$ cat config.mk
export PLATFORM = sky130hd
export DESIGN_NAME = wtc_top
export DESIGN_NICKNAME = d
export VERILOG_FILES = /design/src/hdl/wtc_pkg.sv /design/src/hdl/wtc_top.sv /design/src/hdl/wtc_prescaler.sv /design/src/hdl/wtc_gate_gen.sv
export VERILOG_INCLUDE_DIRS = /design/src /design/src/hdl
export SDC_FILE = /design/constraint.sdc
export NUM_CORES = 1
export LEC_CHECK = 0
export BUFFER_PORTS_ARGS = -buffer_cell sky130_fd_sc_hd__buf_2
export CAP_MARGIN = 0
export CORE_MARGIN = 3
export CORE_UTILIZATION = 59
export CTS_BUF_LIST = sky130_fd_sc_hd__clkbuf_16
export CTS_CLUSTER_SIZE = 20
export DETAILED_ROUTE_END_ITERATION = 6
export PLACE_DENSITY = 0.8
export SLEW_MARGIN = 20
export SYNTH_ARGS = -nofsm -noshare
export SYNTH_HDL_FRONTEND = slang
export SYNTH_SLANG_ARGS = --single-unit
export TNS_END_PERCENT = 10
$ cat constraint.sdc
create_clock -name pclk -period 3.59 [get_ports pclk]
set_input_delay 0.359 -clock pclk [delete_from_list [all_inputs] [get_ports pclk]]
set_output_delay 0.359 -clock pclk [all_outputs]
set_load 0.05 [all_outputs]
$ cat src/hdl/wtc_defs.svh
// Register offsets, field positions, reset values and timing counts of the wide counter
`ifndef WTC_DEFS_SVH
`define WTC_DEFS_SVH

// ----------------------------------------
// Register byte addresses
// ----------------------------------------
`define WTC_OFF_CTRL1 8'h14
`define WTC_OFF_CMP_LOW 8'h18
`define WTC_OFF_CMP_MID 8'h1C
`define WTC_OFF_CMP_TOP 8'h20
`define WTC_OFF_GATE 8'h24
`define WTC_OFF_CTRL2 8'h28
`define WTC_OFF_STATUS 8'h2C
`define WTC_OFF_IRQ_STAT 8'h30
`define WTC_OFF_IRQ_MASK 8'h34

// ----------------------------------------
// Field positions
// ----------------------------------------
`define WTC_CLR_BIT 7
`define WTC_RUN_HI 6
`define WTC_RUN_LO 5
`define WTC_SRC_HI 4
`define WTC_SRC_LO 2
`define WTC_MODE_HI 1
`define WTC_MODE_LO 0
`define WTC_GSRC_HI 1
`define WTC_GSRC_LO 0
`define WTC_DIVOPT_BIT 2
`define WTC_SLOW_BIT 3
`define WTC_IRQ_MATCH 0
`define WTC_IRQ_OVF 1
`define WTC_IRQ_DONE 2

// ----------------------------------------
// Widths, reset values, counts
// ----------------------------------------
`define WTC_CNT_W 18
`define WTC_TOP_USED 2
`define WTC_CTRL1_RST 8'h00
`define WTC_CTRL2_RST 4'h0
`define WTC_GATE_RST 8'h00
`define WTC_GATE_FULL 5'h10
`define WTC_IRQ_W 3
`define WTC_PRE_W 23

`endif

$ cat src/hdl/wtc_pkg.sv
// Types shared by the wide counter design
package wtc_pkg;
   typedef enum logic [1:0] {
      WTC_RUN_STOP = 2'b00,
      WTC_RUN_START = 2'b10
   } wtc_run_t;

   typedef enum logic [1:0] {
      WTC_MODE_TIMER = 2'b00,
      WTC_MODE_RSVD = 2'b01,
      WTC_MODE_PULSE = 2'b10,
      WTC_MODE_FREQ = 2'b11
   } wtc_mode_t;

   typedef enum logic [1:0] {
      WTC_GATE_IDLE = 2'b00,
      WTC_GATE_HIGH = 2'b01,
      WTC_GATE_LOW = 2'b11
   } wtc_gate_state_t;
endpackage

$ cat src/hdl/wtc_top.sv
// Wide 18-bit timer/counter with APB register file
`timescale 1ns/1ps
`include "wtc_defs.svh"
module wtc_top
   import wtc_pkg::*;
(
   input wire logic pclk,
   input wire logic presetn,
   input wire logic psel,
   input wire logic penable,
   input wire logic pwrite,
   input wire logic [7:0] paddr,
   input wire logic [31:0] pwdata,
   output logic [31:0] prdata,
   output logic pready,
   output logic pslverr,
   input wire logic low_freq_clock_pin,
   input wire logic event_pin,
   output logic irq
);
   // ----------------------------------------
   // Address decode helper
   // ----------------------------------------
   function automatic logic hit(input logic [7:0] addr, input logic [7:0] off);
      hit = (addr == off);
   endfunction

   // ----------------------------------------
   // State
   // ----------------------------------------
   logic [1:0] run_reg;
   logic [2:0] src_reg;
   logic [1:0] mode_reg;
   logic [3:0] ctrl2_reg;
   logic [`WTC_CNT_W-1:0] cmp_reg;
   logic armed_reg;
   logic [7:0] gate_reg;
   logic [`WTC_CNT_W-1:0] cnt_reg;
   logic [`WTC_CNT_W-1:0] cnt_next;
   logic ovf_reg;
   logic [`WTC_IRQ_W-1:0] irq_stat_reg;
   logic [`WTC_IRQ_W-1:0] irq_stat_next;
   logic [`WTC_IRQ_W-1:0] irq_mask_reg;
   logic irq_reg;
   logic pready_reg;
   logic pslverr_reg;
   logic [31:0] prdata_reg;
   logic [1:0] fs_sync_reg;
   logic [1:0] ev_sync_reg;
   logic fs_prev_reg;
   logic ev_prev_reg;
   logic gate_prev_reg;
   logic match_evt;
   logic ovf_evt;
   logic done_evt;
   logic [31:0] rdata;

   // ----------------------------------------
   // Pin synchronisers and edges
   // ----------------------------------------
   always_ff @(posedge pclk or negedge presetn) begin
      if (!presetn) begin
         fs_sync_reg <= 2'b00;
         ev_sync_reg <= 2'b00;
         fs_prev_reg <= 1'b0;
         ev_prev_reg <= 1'b0;
      end else begin
         fs_sync_reg <= {fs_sync_reg[0], low_freq_clock_pin};
         ev_sync_reg <= {ev_sync_reg[0], event_pin};
         fs_prev_reg <= fs_sync_reg[1];
         ev_prev_reg <= ev_sync_reg[1];
      end
   end

   wire fs_tick = fs_sync_reg[1] & ~fs_prev_reg;
   wire ev_level = ev_sync_reg[1];
   wire ev_fall = ~ev_sync_reg[1] & ev_prev_reg;
   wire ev_rise = ev_sync_reg[1] & ~ev_prev_reg;

   // ----------------------------------------
   // Prescalers on the fast and slow clocks
   // ----------------------------------------
   wire [`WTC_PRE_W:0] fc_tap;
   wire [`WTC_PRE_W:0] fs_tap;

   wtc_prescaler u_fc_pre (
      .pclk(pclk),
      .presetn(presetn),
      .step(1'b1),
      .tick(fc_tap)
   );

   wtc_prescaler u_fs_pre (
      .pclk(pclk),
      .presetn(presetn),
      .step(fs_tick),
      .tick(fs_tap)
   );

   // ----------------------------------------
   // Source clock selection
   // ----------------------------------------
   wire use_fs = ctrl2_reg[`WTC_DIVOPT_BIT] | ctrl2_reg[`WTC_SLOW_BIT];
   wire tap_long = use_fs ? fs_tap[15] : fc_tap[23];
   wire tap_mid = use_fs ? fs_tap[5] : fc_tap[13];
   wire tap_short = use_fs ? fs_tap[3] : fc_tap[11];
   logic src_tick;

   always_comb begin
      case (src_reg)
         3'b000: src_tick = fc_tap[0];
         3'b001: src_tick = fs_tap[0];
         3'b010: src_tick = tap_long;
         3'b011: src_tick = tap_mid;
         3'b100: src_tick = tap_short;
         3'b101: src_tick = fc_tap[7];
         3'b110: src_tick = fc_tap[3];
         default: src_tick = ev_fall;
      endcase
   end

   // ----------------------------------------
   // Window gate pulse
   // ----------------------------------------
   wire [1:0] gsrc = ctrl2_reg[`WTC_GSRC_HI:`WTC_GSRC_LO];
   logic gate_tick;

   always_comb begin
      case (gsrc)
         2'b00: gate_tick = use_fs ? fs_tap[4] : fc_tap[12];
         2'b01: gate_tick = use_fs ? fs_tap[5] : fc_tap[13];
         2'b10: gate_tick = use_fs ? fs_tap[6] : fc_tap[14];
         default: gate_tick = 1'b0;
      endcase
   end

   wire running = (run_reg == WTC_RUN_START);
   wire mode_freq = (wtc_mode_t'(mode_reg) == WTC_MODE_FREQ);
   wire gate_level;

   wtc_gate_gen u_gate (
      .pclk(pclk),
      .presetn(presetn),
      .enable(running & mode_freq),
      .tick(gate_tick),
      .high_set(gate_reg[7:4]),
      .low_set(gate_reg[3:0]),
      .gate(gate_level)
   );

   always_ff @(posedge pclk or negedge presetn) begin
      if (!presetn) begin
         gate_prev_reg <= 1'b0;
      end else begin
         gate_prev_reg <= gate_level;
      end
   end

   wire gate_rise = gate_level & ~gate_prev_reg;
   wire gate_fall = ~gate_level & gate_prev_reg;

   // ----------------------------------------
   // APB access decode
   // ----------------------------------------
   wire access_start = psel & penable & ~pready_reg;
   wire wr_fire = psel & penable & pready_reg & pwrite;
   wire sel_ctrl1 = hit(paddr, `WTC_OFF_CTRL1);
   wire sel_low = hit(paddr, `WTC_OFF_CMP_LOW);
   wire sel_mid = hit(paddr, `WTC_OFF_CMP_MID);
   wire sel_top = hit(paddr, `WTC_OFF_CMP_TOP);
   wire sel_gate = hit(paddr, `WTC_OFF_GATE);
   wire sel_ctrl2 = hit(paddr, `WTC_OFF_CTRL2);
   wire sel_status = hit(paddr, `WTC_OFF_STATUS);
   wire sel_istat = hit(paddr, `WTC_OFF_IRQ_STAT);
   wire sel_imask = hit(paddr, `WTC_OFF_IRQ_MASK);
   wire addr_ok = sel_ctrl1 | sel_low | sel_mid | sel_top | sel_gate | sel_ctrl2 |
                  sel_status | sel_istat | sel_imask;
   wire wr_ctrl1 = wr_fire & sel_ctrl1;
   wire wr_low = wr_fire & sel_low;
   wire wr_mid = wr_fire & sel_mid;
   wire wr_top = wr_fire & sel_top;
   wire clear_req = wr_ctrl1 & ~pwdata[`WTC_CLR_BIT];
   wire [7:0] status_byte = {4'h0, armed_reg, gate_level, running, ovf_reg};

   always_comb begin
      rdata = 32'h0000_0000;
      if (sel_ctrl1) begin
         rdata[7:0] = {1'b1, run_reg, src_reg, mode_reg};
      end else if (sel_low) begin
         rdata[7:0] = cnt_reg[7:0];
      end else if (sel_mid) begin
         rdata[7:0] = cnt_reg[15:8];
      end else if (sel_top) begin
         rdata[`WTC_TOP_USED-1:0] = cnt_reg[17:16];
      end else if (sel_gate) begin
         rdata[7:0] = gate_reg;
      end else if (sel_ctrl2) begin
         rdata[3:0] = ctrl2_reg;
      end else if (sel_status) begin
         rdata[7:0] = status_byte;
      end else if (sel_istat) begin
         rdata[`WTC_IRQ_W-1:0] = irq_stat_reg;
      end else if (sel_imask) begin
         rdata[`WTC_IRQ_W-1:0] = irq_mask_reg;
      end
   end

   always_ff @(posedge pclk or negedge presetn) begin
      if (!presetn) begin
         pready_reg <= 1'b0;
         pslverr_reg <= 1'b0;
         prdata_reg <= 32'h0000_0000;
      end else begin
         pready_reg <= access_start;
         pslverr_reg <= access_start & ~addr_ok;
         if (access_start) begin
            prdata_reg <= pwrite ? 32'h0000_0000 : rdata;
         end
      end
   end

   // ----------------------------------------
   // Control and setting registers
   // ----------------------------------------
   always_ff @(posedge pclk or negedge presetn) begin
      if (!presetn) begin
         run_reg <= 2'(`WTC_CTRL1_RST >> `WTC_RUN_LO);
         src_reg <= 3'b000;
         mode_reg <= 2'b00;
         ctrl2_reg <= `WTC_CTRL2_RST;
         gate_reg <= `WTC_GATE_RST;
         irq_mask_reg <= '0;
      end else if (wr_fire) begin
         if (sel_ctrl1) begin
            run_reg <= pwdata[`WTC_RUN_HI:`WTC_RUN_LO];
            src_reg <= pwdata[`WTC_SRC_HI:`WTC_SRC_LO];
            mode_reg <= pwdata[`WTC_MODE_HI:`WTC_MODE_LO];
         end
         if (sel_ctrl2) begin
            ctrl2_reg <= pwdata[3:0];
         end
         if (sel_gate) begin
            gate_reg <= pwdata[7:0];
         end
         if (sel_imask) begin
            irq_mask_reg <= pwdata[`WTC_IRQ_W-1:0];
         end
      end
   end

   // ----------------------------------------
   // Compare register and its arming
   // ----------------------------------------
   always_ff @(posedge pclk or negedge presetn) begin
      if (!presetn) begin
         cmp_reg <= '0;
         armed_reg <= 1'b1;
      end else begin
         if (wr_low) begin
            cmp_reg[7:0] <= pwdata[7:0];
         end
         if (wr_mid) begin
            cmp_reg[15:8] <= pwdata[7:0];
         end
         if (wr_top) begin
            cmp_reg[17:16] <= pwdata[`WTC_TOP_USED-1:0];
         end
         if (wr_top) begin
            armed_reg <= 1'b1;
         end else if (wr_low | wr_mid) begin
            armed_reg <= 1'b0;
         end
      end
   end

   // ----------------------------------------
   // Up-counter by operating mode
   // ----------------------------------------
   wire cnt_full = &cnt_reg;
   wire [`WTC_CNT_W-1:0] cnt_inc = cnt_reg + 1'b1;
   wire mode_timer = (wtc_mode_t'(mode_reg) == WTC_MODE_TIMER);
   wire mode_pulse = (wtc_mode_t'(mode_reg) == WTC_MODE_PULSE);

   always_comb begin
      cnt_next = cnt_reg;
      match_evt = 1'b0;
      ovf_evt = 1'b0;
      done_evt = 1'b0;
      if (mode_timer) begin
         if (src_tick) begin
            if (armed_reg && cnt_inc == cmp_reg) begin
               cnt_next = '0;
               match_evt = 1'b1;
            end else begin
               cnt_next = cnt_inc;
               ovf_evt = cnt_full;
            end
         end
      end else if (mode_pulse) begin
         if (ev_rise) begin
            cnt_next = '0;
         end else if (ev_level & src_tick) begin
            cnt_next = cnt_inc;
            ovf_evt = cnt_full;
         end
         done_evt = ev_fall;
      end else if (mode_freq) begin
         if (gate_rise) begin
            cnt_next = '0;
         end else if (gate_level & ev_fall) begin
            cnt_next = cnt_inc;
            ovf_evt = cnt_full;
         end
         done_evt = gate_fall;
      end
      if (!running) begin
         cnt_next = (run_reg == WTC_RUN_STOP) ? '0 : cnt_reg;
         match_evt = 1'b0;
         ovf_evt = 1'b0;
         done_evt = 1'b0;
      end
      if (clear_req) begin
         cnt_next = '0;
      end
   end

   always_ff @(posedge pclk or negedge presetn) begin
      if (!presetn) begin
         cnt_reg <= '0;
         ovf_reg <= 1'b0;
      end else begin
         cnt_reg <= cnt_next;
         if (ovf_evt) begin
            ovf_reg <= 1'b1;
         end else if (clear_req) begin
            ovf_reg <= 1'b0;
         end
      end
   end

   // ----------------------------------------
   // Interrupt status, mask and output
   // ----------------------------------------
   wire [`WTC_IRQ_W-1:0] irq_set = {done_evt, ovf_evt, match_evt};
   wire [`WTC_IRQ_W-1:0] irq_clr = (wr_fire & sel_istat) ? pwdata[`WTC_IRQ_W-1:0] : '0;

   assign irq_stat_next = (irq_stat_reg & ~irq_clr) | irq_set;

   always_ff @(posedge pclk or negedge presetn) begin
      if (!presetn) begin
         irq_stat_reg <= '0;
         irq_reg <= 1'b0;
      end else begin
         irq_stat_reg <= irq_stat_next;
         irq_reg <= |(irq_stat_next & irq_mask_reg);
      end
   end

   // ----------------------------------------
   // Outputs
   // ----------------------------------------
   assign prdata = prdata_reg;
   assign pready = pready_reg;
   assign pslverr = pslverr_reg;
   assign irq = irq_reg;
endmodule

$ cat src/hdl/wtc_prescaler.sv
// Free running binary prescaler with one-cycle tap pulses
`timescale 1ns/1ps
`include "wtc_defs.svh"
module wtc_prescaler
   import wtc_pkg::*;
(
   input wire logic pclk,
   input wire logic presetn,
   input wire logic step,
   output logic [`WTC_PRE_W:0] tick
);
   logic [`WTC_PRE_W-1:0] count_reg;

   always_ff @(posedge pclk or negedge presetn) begin
      if (!presetn) begin
         count_reg <= '0;
      end else if (step) begin
         count_reg <= count_reg + 1'b1;
      end
   end

   // ----------------------------------------
   // Tap n pulses once per 2^n steps
   // ----------------------------------------
   assign tick[0] = step;
   genvar i;
   generate
      for (i = 1; i <= `WTC_PRE_W; i = i + 1) begin : g_tap
         assign tick[i] = step & (&count_reg[i-1:0]);
      end
   endgenerate
endmodule

$ cat src/hdl/wtc_gate_gen.sv
// Window gate pulse generator
`timescale 1ns/1ps
`include "wtc_defs.svh"
module wtc_gate_gen
   import wtc_pkg::*;
(
   input wire logic pclk,
   input wire logic presetn,
   input wire logic enable,
   input wire logic tick,
   input wire logic [3:0] high_set,
   input wire logic [3:0] low_set,
   output logic gate
);
   wtc_gate_state_t state_reg;
   wtc_gate_state_t state_next;
   logic [4:0] cnt_reg;
   logic [4:0] cnt_next;
   wire [4:0] high_len = `WTC_GATE_FULL - {1'b0, high_set};
   wire [4:0] low_len = `WTC_GATE_FULL - {1'b0, low_set};

   always_comb begin
      state_next = state_reg;
      cnt_next = cnt_reg;
      case (state_reg)
         WTC_GATE_IDLE: begin
            state_next = WTC_GATE_HIGH;
            cnt_next = high_len;
         end
         WTC_GATE_HIGH: begin
            if (tick) begin
               cnt_next = cnt_reg - 5'd1;
               if (cnt_reg == 5'd1) begin
                  state_next = WTC_GATE_LOW;
                  cnt_next = low_len;
               end
            end
         end
         WTC_GATE_LOW: begin
            if (tick) begin
               cnt_next = cnt_reg - 5'd1;
               if (cnt_reg == 5'd1) begin
                  state_next = WTC_GATE_HIGH;
                  cnt_next = high_len;
               end
            end
         end
         default: begin
            state_next = WTC_GATE_IDLE;
            cnt_next = 5'd0;
         end
      endcase
      if (!enable) begin
         state_next = WTC_GATE_IDLE;
         cnt_next = 5'd0;
      end
   end

   always_ff @(posedge pclk or negedge presetn) begin
      if (!presetn) begin
         state_reg <= WTC_GATE_IDLE;
         cnt_reg <= 5'd0;
      end else begin
         state_reg <= state_next;
         cnt_reg <= cnt_next;
      end
   end

   assign gate = (state_reg == WTC_GATE_HIGH);
endmodule

# ---- Word-level counts from Yosys, hierarchy flattened
# Cells that the tools add are included.
dict set report totals {
  out_inout_bits 35
  regBits 158
  in_bits 47
}
dict set report classes {
  muxes 66
  bitwise_logic 46
  eq_ne 32
  n_addsub 6
  n_reduce_logical 30
}
# cell n
set op_table {}
lappend op_table {{18-bit two-way mux} 12}
lappend op_table {{8-bit by 6-bit == test with 1-bit output, second input constant} 6}
lappend op_table {{23-bit by 1-bit adder with 23-bit output, second input constant} 2}
lappend op_table {{8-bit two-way mux} 5}
lappend op_table {{1-bit two-way mux} 28}
lappend op_table {{5-bit two-way mux} 5}
lappend op_table {{1-bit bitwise AND} 24}
lappend op_table {{8-bit by 5-bit == test with 1-bit output, second input constant} 3}
lappend op_table {{23-bit AND reduction} 1}
lappend op_table {{18-bit by 1-bit adder with 18-bit output, second input constant} 1}
lappend op_table {{18-bit == test} 1}
lappend op_table {{18-bit AND reduction} 1}
lappend op_table {{5-bit case mux with 3 select lines} 1}
lappend op_table {{15-bit AND reduction} 1}
lappend op_table {{14-bit AND reduction} 1}
lappend op_table {{13-bit AND reduction} 1}
lappend op_table {{2-bit two-way mux} 6}
lappend op_table {{3-bit two-way mux} 4}
lappend op_table {{3-bit != test, second input constant} 4}
lappend op_table {{12-bit AND reduction} 1}
lappend op_table {{11-bit AND reduction} 1}
lappend op_table {{2-bit == test, second input constant} 5}
lappend op_table {{1-bit bitwise OR} 10}
lappend op_table {{2-bit AND reduction} 5}
lappend op_table {{other kinds (31)} 51}

# ---- Longest topological paths before layout
# Gate-level depths: netlist of the first run.
dict set report logic_depth {
  word_depth 14
  depth_mapped 12
  ltp_nobuf 10
}

# ---- By module
# Synthesis of the first run repeated with hierarchy kept, for this count alone.
dict set report unflattened {
  cells_unflattened 819
  hier_area_um2 8159.1
}
# module cells_per_inst area_per_inst_um2 seq_area_each_um2 instances
set modules_own_cells {}
lappend modules_own_cells {wtc_top 494 4906.0 2028.2 1}
lappend modules_own_cells {{wtc_prescaler at u_fc_pre} 123 1292.5 575.6 1}
lappend modules_own_cells {{wtc_prescaler at u_fs_pre} 118 1288.7 575.6 1}
lappend modules_own_cells {wtc_gate_gen 84 671.9 175.2 1}

# ---- Least setup slack after synthesis of the first run
# No wires, ideal clock.
dict set report synth_path {
  path_kind {register to register}
  startpoint {register cnt_reg[0]}
  endpoint {register cnt_reg[2]}
  arrival_time_ns 2.567
  path_slack_ns 0.894
  path_buffers 3
  synth_period_minus_slack_ns 2.696
  path_stages_with_launch 13
  cell_sequence {dfrtp_1 -> ha_1 -> and3_1 -> buf_2 -> a21o_1 -> a211o_1 -> nand3_1 -> o211ai_1 -> or4_1 -> buf_2 -> buf_6 -> a31oi_1 -> o32ai_1}
}
dict set report synth_via {
  elab_chain_cells 8
}
# item line
set synth_lines {}
lappend synth_lines {{from (decl)} wtc_top.sv:38} ;# logic [`WTC_CNT_W-1:0] cnt_reg;
lappend synth_lines {{from (signal assigned)} wtc_top.sv:332} ;# cnt_reg <= cnt_next;
lappend synth_lines {{18-bit by 1-bit adder with 18-bit output (*)} wtc_top.sv:280} ;# wire [`WTC_CNT_W-1:0] cnt_inc = cnt_reg + 1'b1;
lappend synth_lines {{18-bit == test or 18-bit two-way mux (tied branches)} {wtc_top.sv:291, wtc_top.sv:310}}
lappend synth_lines {{1-bit logical AND or 18-bit two-way mux (tied branches)} {wtc_top.sv:291, wtc_top.sv:308}}
lappend synth_lines {{18-bit two-way mux, on equally long branches} {wtc_top.sv:291, wtc_top.sv:307}}
lappend synth_lines {{18-bit two-way mux, on equally long branches} {wtc_top.sv:290, wtc_top.sv:299}}
lappend synth_lines {{18-bit two-way mux (*)} wtc_top.sv:289} ;# if (mode_timer) begin
lappend synth_lines {{18-bit two-way mux (*)} wtc_top.sv:316} ;# if (!running) begin
lappend synth_lines {{18-bit two-way mux (*)} wtc_top.sv:322} ;# if (clear_req) begin
# Mark *: on every way between the ends. The rest lies on a longest branch, timed or not. The select of a mux whose other input is x is not followed.
# A chain may end at the register's enable or synchronous reset.

# ---- Worst setup path in the final report of the first run
dict set report layout_path {
  startpoint {register cnt_reg[0]}
  endpoint {register irq_stat_reg[1]}
}
dict set report layout_via {
  elab_chain_cells 8
}
# item line
set layout_lines {}
lappend layout_lines {{18-bit by 1-bit adder with 18-bit output or 18-bit AND reduction (tied branches)} {wtc_top.sv:280, wtc_top.sv:279}}
lappend layout_lines {{18-bit == test or 1-bit two-way mux (tied branches)} {wtc_top.sv:291, wtc_top.sv:310}}
lappend layout_lines {{1-bit logical AND or 1-bit two-way mux (tied branches)} {wtc_top.sv:291, wtc_top.sv:308}}
lappend layout_lines {{1-bit two-way mux, on equally long branches} {wtc_top.sv:291, wtc_top.sv:307}}
lappend layout_lines {{1-bit two-way mux, on equally long branches} {wtc_top.sv:290, wtc_top.sv:299}}
lappend layout_lines {{1-bit two-way mux (*)} wtc_top.sv:289}
lappend layout_lines {{1-bit two-way mux (*)} wtc_top.sv:316}
lappend layout_lines {{3-bit bitwise OR (*)} wtc_top.sv:347} ;# assign irq_stat_next = (irq_stat_reg & ~irq_clr) | irq_set;
lappend layout_lines {{named net irq_stat_next[1]} wtc_top.sv:42} ;# logic [`WTC_IRQ_W-1:0] irq_stat_next;
lappend layout_lines {{to (signal assigned)} wtc_top.sv:354} ;# irq_stat_reg <= irq_stat_next;
lappend layout_lines {{to (decl)} wtc_top.sv:41} ;# logic [`WTC_IRQ_W-1:0] irq_stat_reg;
# The timed path passes the listed nets; every way through them passes the cells marked *.

==> qor.yml, run 1 <==
core.rowCount: 39
grt_usage_pct: 27.5
die_ht_um: 117
post-layout-total-power_mw: 3.43
hold_violations: 26
clock-root-buffer: "clkbuf_16"
detail_route.drc_violations: 0
tritoncts: "done"
port_buffers: 33
numCtsBuffers: 17
dr.first_iter.drc_count: 706
synth.ff_latch_count: 126
cts.reportedPaths.clkPinSlew_ns: 0.05
floorplan.initialDensity_pct: 61.9
synth.top_cells.by_area: "dfrtp_1, mux2_2, xnor2_1"
start_kind: "register"
post_cts_resize_count: 0
synth-async-reset-ratio_pct: 100
postCtsHoldBufs: 0
ports_placed_on_the_boundary: 82
max_cap_violations: 0
post_layout_util_pct: 68.6
post_cts_buffers: 0
rsz0062_at_grt: "false"
maxClockFrequency_ghz: 0.313
clkLatencyLatePin_ns: 0.43
vias_in_the_first_global_route: 5666
layout_worst_path_cycle_share_pct: 89.1
finalMaxSlewViolations: 0
leakagePower_nw: 3.69
global_route_wire_length_before_repair_um: 28900
grt_max_degree: 83
violations: "negative hold slack"
totalNegativeSetupSlack_ns: 0
min-delay-path-class: "in -> async"
wl_per_cell_um: 19.1
dieArea_um2: 13600
critical_path_required_ns: 3.90
slew_headroom_pct: 40.2
synth_ff_type: "dfrtp_1"
routed_via_density: 6.31
final.setup_skew_ns: 0.00618
gp_congestion: 0.917
worst_hold_slack_ns: -0.0170
setup.worst_path.class: "reg -> reg"
drt-pass1-iter-count: 6
post-synth-top-area-cell: "dfrtp_1"
outcome: "finished with violations"
finalWirelength_um: 17800
synth.most_common_cell: "dfrtp_1"
crit_fanout: 13
synth-warning-count: 0
ctsHtreeMaxLevel: 4
antenna-diode-count: 0
dp_hpwl_um: 12500
reg_to_reg_slack_setup_ns: 0.39
synth_area_per_cell_um2: 9.69
detailroute.via_count: 5861
type_of_element_capturing_the_critical_path: "register"
worst_ir_drop_vdd_v: 0.000298
clk_path_buf_depth: 2
post_synth_instance_area_um2: 7220
grt_antenna_before_repair: 0
netlist_top_cells_count: "dfrtp_1, nand2_1, o21ai_0"
transition_time_at_the_pin_with_the_least_slew_margin_ns: 0.888
finalSetupViolations: 0
clock-sinks: 126
largest_register_ffs: 23
period_needed_ns: 3.20
synthesis.instances: 745
power_density_nw_per_um2: 429
post-synth-top-area-fraction_pct: 43.3
arrival_ns: 3.51
design.core.area_um2: 11700
post_route_cells_drive_above_1_share_pct: 16.2
die_w_um: 117
yosysSeqAreaShare_pct: 43.7
count_of_flip_flops_with_a_built_in_enable_after_synthesis: 0
yosys.cell_types.count: 73
net_count_final: 830
gr_overflow_total: 0
areaGrowthSynthToFinish_pct: 10.9
ant_nets: 0
[power breakdown]
| part | internal, mW | switching, mW |
|---|---|---|
| clock | 1.08 | 0.649 |
| combinational | 0.0521 | 0.158 |
| sequential | 1.46 | 0.0333 |
[routing by layer]
layer	routed length [um]	GRT usage, %
met1	7410	36.4
met2	8500	44.3
met5	0	0
met3	1430	6.37
met4	442	10.2
[placed cells by master, fill, tap and decap left out, types with 24 or more instances in the layout]
cell,instances
inv_1,32
buf_2,32
nand3_1,35
conb_1,24
mux2_2,32
nand2_1,73
dfrtp_1,125
xnor2_1,38
o21ai_0,39
nor2_1,35
[per-stage QoR]
| step | cell area [um^2] | hold slack, ns | setup slack [ns] | cells |
|---|---|---|---|---|
| finish | 8010 | -0.0170 | 0.392 | 929 |
| global route | 8010 | 0.0253 | 0.188 | 929 |
| CTS | 8000 | 0.0231 | 0.409 | 929 |
| detailed placement | 7400 | 0.336 | 0.463 | 897 |
| global placement | 7400 | 0.334 | 0.492 | 897 |
| floorplan | 7310 | 0.0634 | 0.894 | 768 |
[worst paths after layout]
| path | cells past startpoint | end | start |
|---|---|---|---|
| worst max-delay path | 10 | irq_stat_reg[1]$_DFF_PN0_ | cnt_reg[0]$_DFFE_PN0P_ |
| worst min-delay path | 1 | cnt_reg[7]$_DFFE_PN0P_ | presetn |
| worst max register to register | 10 | irq_stat_reg[1]$_DFF_PN0_ | cnt_reg[0]$_DFFE_PN0P_ |
| worst min register to register | 0 | fs_sync_reg[1]$_DFF_PN0_ | fs_sync_reg[0]$_DFF_PN0_ |
| max in group asynchronous | 2 | armed_reg$_DFFE_PN1P_ | presetn |
| min in group pclk | 1 | ev_sync_reg[0]$_DFF_PN0_ | event_pin |
[critical path: stages (launching register included)]
cell and delay [ns]:
dfrtp_1 0.47, ha_1 0.31, and3_1 0.38, a21oi_1 0.11
a2111oi_0 0.37, buf_4 0.19, nand4_1 0.09, or4_1 0.53
buf_4 0.23, nor4b_1 0.17, or2_1 0.23
[cell families (layout without fill, tap and decap cells)]
logic type | after synthesis | in the layout | synth area share (%)
AOI/OAI and AO/OA | 152 | 152 | 14.7
xor gates and xnor gates | 57 | 57 | 6.92
adders and majority gates | 10 | 10 | 1.73
buffers and inverters | 94 | 112 | 7.00
DFF | 126 | 126 | 43.7
muxes | 38 | 38 | 5.82
other | 1 | 24 | 0.0519
and+or+nand+nor | 267 | 267 | 20.1
[final cells by class]
type / count / area (um^2)
fill: 892 / 3660
tap: 143 / 179
clock inverter: 15 / 171
multi-input combinational: 548 / 3650
inverter: 32 / 120
sequential: 126 / 3150
clock buffer: 17 / 425
timing repair buffer: 48 / 309
Note: power is estimated with default switching activity, not from simulation.
==> run 2: changes to the inputs <==
--- a/config.mk
+++ b/config.mk
@@ -9,11 +9,12 @@
 export BUFFER_PORTS_ARGS = -buffer_cell sky130_fd_sc_hd__buf_2
 export CAP_MARGIN = 0
 export CORE_MARGIN = 3
-export CORE_UTILIZATION = 59
+export CORE_UTILIZATION = 55
 export CTS_BUF_LIST = sky130_fd_sc_hd__clkbuf_16
 export CTS_CLUSTER_SIZE = 20
 export DETAILED_ROUTE_END_ITERATION = 6
-export PLACE_DENSITY = 0.8
+export GPL_TIMING_DRIVEN = 0
+export PLACE_DENSITY = 0.76
 export SLEW_MARGIN = 20
 export SYNTH_ARGS = -nofsm -noshare
 export SYNTH_HDL_FRONTEND = slang
==> run 2 against run 1 <==
Effect of this change:
- the run now ends clean
- clock skew increased by 0.0049 ns
- via count increased by 3.0%
- routed wire length increased by 3.5%
- global-route usage decreased by 0.87 points
- hold slack improved by 0.054 ns
- worst setup slack got worse by 0.023 ns
- sequential power about the same
- design area increased by 4.7%
- non-clock buffer count increased by 49
- core utilization decreased by 2.7 points
- first-iteration DRC count decreased by 37%
- critical path type unchanged
- highest routed layer unchanged
==> qor.yml, run 2 (same netlist as run 1, synthesis figures left out) <==
grt_max_degree: 77  # was 83
critical_path.most_common_cell: "buf_2"  # was buf_4
reg_to_reg_slack_setup_ns: 0.37  # was 0.39 ns
design.core.area_um2: 12700  # was 11700 um^2
layout_commonest_cell: "dfrtp_1"  # unchanged
power_density_nw_per_um2: 434  # was 429 nW/um^2
final-instance-count-excl-fill: 1007  # was 929
transition_time_at_the_pin_with_the_least_slew_margin_ns: 1.02  # was 0.888 ns
setup.worst_path.class: "reg -> reg"  # unchanged
gr_overflow_total: 0  # unchanged
gp_congestion: 0.923  # was 0.917
critical_path_required_ns: 3.89  # was 3.90 ns
net_count_final: 879  # was 830
die_w_um: 121  # was 117 um
detail_route.drc_violations: 0  # unchanged
slew_headroom_pct: 31.4  # was 40.2%
rsz0062_at_grt: "false"  # unchanged
floorplan.initialDensity_pct: 56.7  # was 61.9%
arrival_ns: 3.52  # was 3.51 ns
post-layout-total-power_mw: 3.64  # was 3.43 mW
outcome: "finished, final reports clean"  # was finished with violations
leakagePower_nw: 3.93  # was 3.69 nW
clock-root-buffer: "clkbuf_16"  # unchanged
totalNegativeSetupSlack_ns: 0  # unchanged
cts.reportedPaths.clkPinSlew_ns: 0.05  # about the same
ports_placed_on_the_boundary: 82  # unchanged
drt-pass1-iter-count: 5  # was 6
critPathSlowestCell: "o31ai_4"  # was or4_1
finalWirelength_um: 18400  # was 17800 um
wl_per_cell_um: 18.3  # was 19.1 um
crit-reg2reg-capture: "cnt_reg[8]$_DFFE_PN0P_"  # was irq_stat_reg[1]$_DFF_PN0_
type_of_element_capturing_the_critical_path: "register"  # unchanged
core.rowCount: 41  # was 39
vias_in_the_first_global_route: 5885  # was 5666
tritoncts: "done"  # unchanged
post_cts_buffers: 0  # unchanged
ant_nets: 0  # unchanged
detailroute.via_count: 6034  # was 5861
maxClockFrequency_ghz: 0.311  # was 0.313 GHz
max_cap_violations: 0  # unchanged
port_buffers: 33  # unchanged
ctsHtreeMaxLevel: 4  # unchanged
start_kind: "register"  # unchanged
crit_path_max_incr_delay_ns: 0.48  # was 0.53 ns
finalSetupViolations: 0  # unchanged
routed_via_density: 5.99  # was 6.31
dieArea_um2: 14500  # was 13600 um^2
clock-sinks: 126  # unchanged
worst_r2r_startpoint: "u_fc_pre.count_reg[0]$_DFF_PN0_"  # was cnt_reg[0]$_DFFE_PN0P_
final.setup_skew_ns: 0.0111  # was 0.00618 ns
post_route_cells_drive_above_1_share_pct: 18.6  # was 16.2%
period_needed_ns: 3.22  # was 3.20 ns
clk_path_buf_depth: 2  # unchanged
r2r.worst_path.cells: 12  # was 10
dr.first_iter.drc_count: 448  # was 706
timing.critical_path.from: "u_fc_pre.count_reg[0]$_DFF_PN0_"  # was cnt_reg[0]$_DFFE_PN0P_
crit_fanout: 10  # was 13
hold_violations: 0  # was 26
worst_hold_slack_ns: 0.0370  # was -0.0170 ns
grt_usage_pct: 26.6  # was 27.5%
worst_ir_drop_vdd_v: 0.000323  # was 0.000298 V
antenna-diode-count: 0  # unchanged
layout_worst_path_cycle_share_pct: 89.7  # was 89.1%
cp-endpoint: "cnt_reg[8]$_DFFE_PN0P_"  # was irq_stat_reg[1]$_DFF_PN0_
numCtsBuffers: 17  # unchanged
finalMaxSlewViolations: 0  # unchanged
areaGrowthSynthToFinish_pct: 16.1  # was 10.9%
dpl.cell_count: 974  # was 897
post_layout_util_pct: 65.9  # was 68.6%
die_ht_um: 121  # was 117 um
layout.cells.most_common_list: "dfrtp_1, nand2_1, buf_2"  # was dfrtp_1, nand2_1, o21ai_0
global_route_wire_length_before_repair_um: 30100  # was 28900 um
worstPathCellList: "ha_1, and3_1, clkbuf_1, and4_1, buf_2, a31oi_1, nor3_1, o31a_1, o31ai_4, buf_2, a22oi_1, o41ai_1"  # was ha_1, and3_1, a21oi_1, a2111oi_0, buf_4, nand4_1, or4_1, buf_4, nor4b_1, or2_1
min-delay-path-class: "in -> reg"  # was in -> async
clkLatencyLatePin_ns: 0.43  # about the same
largest_register_ffs: 23  # unchanged
grt_antenna_before_repair: 0  # unchanged
dp_hpwl_um: 13300  # was 12500 um
## run 2: metal layers
metal | up-vias | global-route usage (%) | routed length, um
met2 | 195 | 42.1 | 8780
met3 | 36 | 5.85 | 1280
li1 | 2816 | - | -
met1 | 2987 | 36.5 | 7870
met4 | 0 | 9.21 | 478
met5 | - | 0 | 0
## run 2: stage by stage
step,instance area [um^2],worst slack (ns)
after global routing,8380,0.0753
final,8380,0.369
after detailed placement,7720,0.325
after global placement,7690,0.325
after floorplan,7310,0.894
after CTS,8380,0.299
## run 2: what timing repair did
action | CTS | global route
resized for setup | 0 | 1
endpoints found under the setup margin | 0 | 18
hold endpoints to repair | 38 | 0
hold buffers | 1 | 0
## run 2: how the worst min path moves through the flow
stage	from	to	slack, ns	depth (start not counted)
2_1_floorplan	presetn	cmp_reg[0]$_DFFE_PN0P_	0.06	0
3_3_place_gp	ev_sync_reg[0]$_DFF_PN0_	ev_sync_reg[1]$_DFF_PN0_	0.34	0
3_5_place_dp	fs_sync_reg[0]$_DFF_PN0_	fs_sync_reg[1]$_DFF_PN0_	0.34	0
4_1_cts	event_pin	ev_sync_reg[0]$_DFF_PN0_	0.03	1
5_1_grt	event_pin	ev_sync_reg[0]$_DFF_PN0_	0.03	1
6_report	low_freq_clock_pin	fs_sync_reg[0]$_DFF_PN0_	0.04	1
## run 2: critical path, delay by kind of cell, from the launching register on
kind            cells  cell delay (ns)
buf+inv             3             0.65
flops               1             0.41
compound gates      5             1.33
fa+ha+maj           1             0.23
simple gates        3             0.46
## run 2: final cells by class
cell class / count / area (um^2)
Buffer: 62 / 385
Clock buffer: 17 / 425
Clock inverter: 15 / 228
Fill cell: 1065 / 4340
Inverter: 32 / 120
Multi-Input combinational cell: 548 / 3650
Sequential cell: 126 / 3150
Tap cell: 172 / 215
Timing Repair Buffer: 35 / 209
## run 2: power by group
group          leakage [nW]  switching (mW)  total (mW)  internal [mW]
registers              1.66          0.0326        1.49           1.46
clock network         0.326           0.624        1.91           1.29
logic                  1.94           0.163       0.236         0.0727
==> run 3: changes to the inputs <==
--- a/config.mk
+++ b/config.mk
@@ -14,7 +14,8 @@
 export CTS_CLUSTER_SIZE = 20
 export DETAILED_ROUTE_END_ITERATION = 6
 export GPL_TIMING_DRIVEN = 0
-export PLACE_DENSITY = 0.76
+export PLACE_DENSITY = 0.73
+export SETUP_SLACK_MARGIN = 0.4
 export SLEW_MARGIN = 20
 export SYNTH_ARGS = -nofsm -noshare
 export SYNTH_HDL_FRONTEND = slang
==> run 3 against run 2 <==
Effect of this change:
- total power down 6.8%
- critical path depth stayed put
- register-to-register slack better by 0.12 ns
- sequential share of layout area rose by 0.29 points
- clock power is 13% lower
- design area decreased by 0.72%
- first-iteration DRC count grew 27%
- routed wire length up 0.46%
- cell count stayed put
- clock-buffer cell count is the same
- global-route usage is 0.31 points higher
- die area stayed put
==> qor.yml, run 3 (same netlist as run 1, synthesis figures left out) <==
crit_fanout: 10  # unchanged
post-layout-total-power_mw: 3.39  # was 3.64 mW
worst_r2r_startpoint: "u_fc_pre.count_reg[0]$_DFF_PN0_"  # unchanged
die_ht_um: 121  # unchanged
period_needed_ns: 3.10  # was 3.22 ns
dpl_worst_slack_ns: 0.329  # was 0.325 ns
holdCritStartpoint: "event_pin"  # was low_freq_clock_pin
switching_share_pct: 24.9  # was 22.5%
vias_in_the_first_global_route: 5784  # was 5885
cts.reportedPaths.clkPinSlew_ns: 0.06  # was 0.05 ns
layout_commonest_cell: "dfrtp_1"  # unchanged
grt_usage_pct: 26.9  # was 26.6%
hold_violations: 0  # unchanged
die_w_um: 121  # unchanged
dr.first_iter.drc_count: 571  # was 448
totalNegativeSetupSlack_ns: 0  # unchanged
groute.layer.met2.usage_pct: 40.7  # was 42.1%
sequential_fraction_of_design_power_pct: 43.9  # was 41.0%
tritoncts: "done"  # unchanged
post_route_cells_drive_above_1_share_pct: 19.4  # was 18.6%
crit_path_max_incr_delay_ns: 0.42  # was 0.48 ns
timing.critical_path.from: "u_fc_pre.count_reg[0]$_DFF_PN0_"  # unchanged
dpl.cell_count: 974  # unchanged
grt_max_degree: 68  # was 77
ctsHtreeMaxLevel: 4  # unchanged
wl_per_cell_um: 18.4  # was 18.3 um
start_kind: "register"  # unchanged
maxClockFrequency_ghz: 0.323  # was 0.311 GHz
leakagePower_nw: 3.87  # was 3.93 nW
clock_power_share_pct: 49.2  # was 52.5%
post_layout_util_pct: 65.4  # was 65.9%
clkLatencyLatePin_ns: 0.42  # was 0.43 ns
clock-root-buffer: "clkbuf_16"  # unchanged
ports_placed_on_the_boundary: 82  # unchanged
max_cap_violations: 0  # unchanged
clock-sinks: 126  # unchanged
floorplan.initialDensity_pct: 56.7  # unchanged
fin_area_um2: 8320  # was 8380 um^2
worstPathBufferInverterCount: 3  # unchanged
port_buffers: 33  # unchanged
power_density_nw_per_um2: 407  # was 434 nW/um^2
type_of_element_capturing_the_critical_path: "register"  # unchanged
critical_path.most_common_cell: "buf_2"  # unchanged
worstPathCellList: "ha_1, and3_1, clkbuf_1, and4_1, buf_2, a31oi_1, nor3_1, o31a_1, o31ai_4, buf_2, a32oi_1, o31ai_1"  # was ha_1, and3_1, clkbuf_1, and4_1, buf_2, a31oi_1, nor3_1, o31a_1, o31ai_4, buf_2, a22oi_1, o41ai_1
worst_ir_drop_vdd_v: 0.000352  # was 0.000323 V
critical_path_required_ns: 3.92  # was 3.89 ns
design.core.area_um2: 12700  # unchanged
largest_register_ffs: 23  # unchanged
timing.critical_path.max_delay_family: "compound AO/OA/AOI/OAI gates"  # unchanged
dp_hpwl_um: 13400  # was 13300 um
net_count_final: 880  # was 879
outcome: "finished, final reports clean"  # unchanged
pwr-share-comb_pct: 6.9  # was 6.5%
core.rowCount: 41  # unchanged
min-delay-path-class: "in -> reg"  # unchanged
p_sw_uw: 845  # was 819 uW
layout.cells.most_common_list: "dfrtp_1, nand2_1, buf_2"  # unchanged
placed_cell_area_um2: 7720  # unchanged
worst_hold_slack_ns: 0.0399  # was 0.0370 ns
grt_most_used_layer: "met2"  # unchanged
grt_util_met1_pct: 38.6  # was 36.5%
final-instance-count-excl-fill: 1007  # unchanged
dieArea_um2: 14500  # unchanged
rsz0062_at_grt: "true"  # was false
drt-pass1-iter-count: 7  # was 5
gp_congestion: 0.922  # was 0.923
finalSetupViolations: 0  # unchanged
detail_route.drc_violations: 0  # unchanged
layout_worst_path_cycle_share_pct: 86.3  # was 89.7%
slew_headroom_pct: 36.4  # was 31.4%
finalWorstSetupSlack_ns: 0.491  # was 0.369 ns
arrival_ns: 3.42  # was 3.52 ns
finalMaxSlewViolations: 0  # unchanged
transition_time_at_the_pin_with_the_least_slew_margin_ns: 0.946  # was 1.02 ns
clk_path_buf_depth: 2  # unchanged
grt_antenna_before_repair: 0  # unchanged
power.internal_mw: 2.54  # was 2.82 mW
final.setup_skew_ns: 0.00654  # was 0.0111 ns
detailroute.via_count: 5983  # was 6034
setup.worst_path.class: "reg -> reg"  # unchanged
ant_nets: 0  # unchanged
critPathSlowestCell: "o31ai_4"  # unchanged
global_route_wire_length_before_repair_um: 30600  # was 30100 um
routed_via_density: 5.94  # was 5.99
grt_use_met3_pct: 4.72  # was 5.85%
areaGrowthSynthToFinish_pct: 15.3  # was 16.1%
antenna-diode-count: 0  # unchanged
numCtsBuffers: 17  # unchanged
finalWirelength_um: 18500  # was 18400 um
gr_overflow_total: 0  # unchanged
run 3: cell count changes in the layout (fill, tap and decap cells not counted), moves of 2 or more:
cell,previous run,this run
bufinv_16,6,2
inv_1,36,32
buf_2,46,43
buf_4,26,29
clkinv_2,1,3
clkinvlp_4,2,4
inv_6,1,3
run 3: path summary, 6_finish.rpt:
| check | end | slack (ns) | cells after the start |
|---|---|---|---|
| worst max-delay path | cnt_reg[15]$_DFFE_PN0P_ | 0.49 | 12 |
| worst max register to register | cnt_reg[15]$_DFFE_PN0P_ | 0.49 | 12 |
| max in group asynchronous | armed_reg$_DFFE_PN1P_ | 2.34 | 3 |
| worst min register to register | fs_sync_reg[1]$_DFF_PN0_ | 0.35 | 0 |
| worst min-delay path | ev_sync_reg[0]$_DFF_PN0_ | 0.04 | 1 |
| min in group asynchronous | cnt_reg[5]$_DFFE_PN0P_ | 0.52 | 2 |
run 3: area by class of cell:
type                    instances  area (um^2)
fillers                      1060         4400
repair buffers                 36          216
plain buffers                  62          393
clock inverters                14          144
inverters                      32          120
clock buffers                  17          425
well taps                     172          215
flip-flops and latches        126         3160
multi-input cells             548         3650
run 3: power groups by stage:
stage | sequential, mW | clock (mW) | combinational (mW)
after CTS | 1.49 | 1.69 | 0.233
after global routing | 1.49 | 1.76 | 0.258
after global placement | 1.51 | 0 | 0.223
after detailed placement | 1.51 | 0 | 0.232
final | 1.49 | 1.67 | 0.233
after floorplan | 1.51 | 0 | 0.148
run 3: layer usage:
layer	up-vias	routed length, um	share of wire (%)
met4	0	454	2.5
li1	2809	-	-
met3	35	1280	6.9
met5	-	0	0
met2	248	8540	46
met1	2891	8210	44
run 3: repair_timing:
item | CTS | global route
endpoints found under the setup margin | 19 | 23
gates cloned | 0 | 0
setup buffers | 0 | 1
hold buffers | 1 | 0
hold endpoints to repair | 66 | 0
gates resized for setup | 1 | 8
pin swaps | 0 | 1
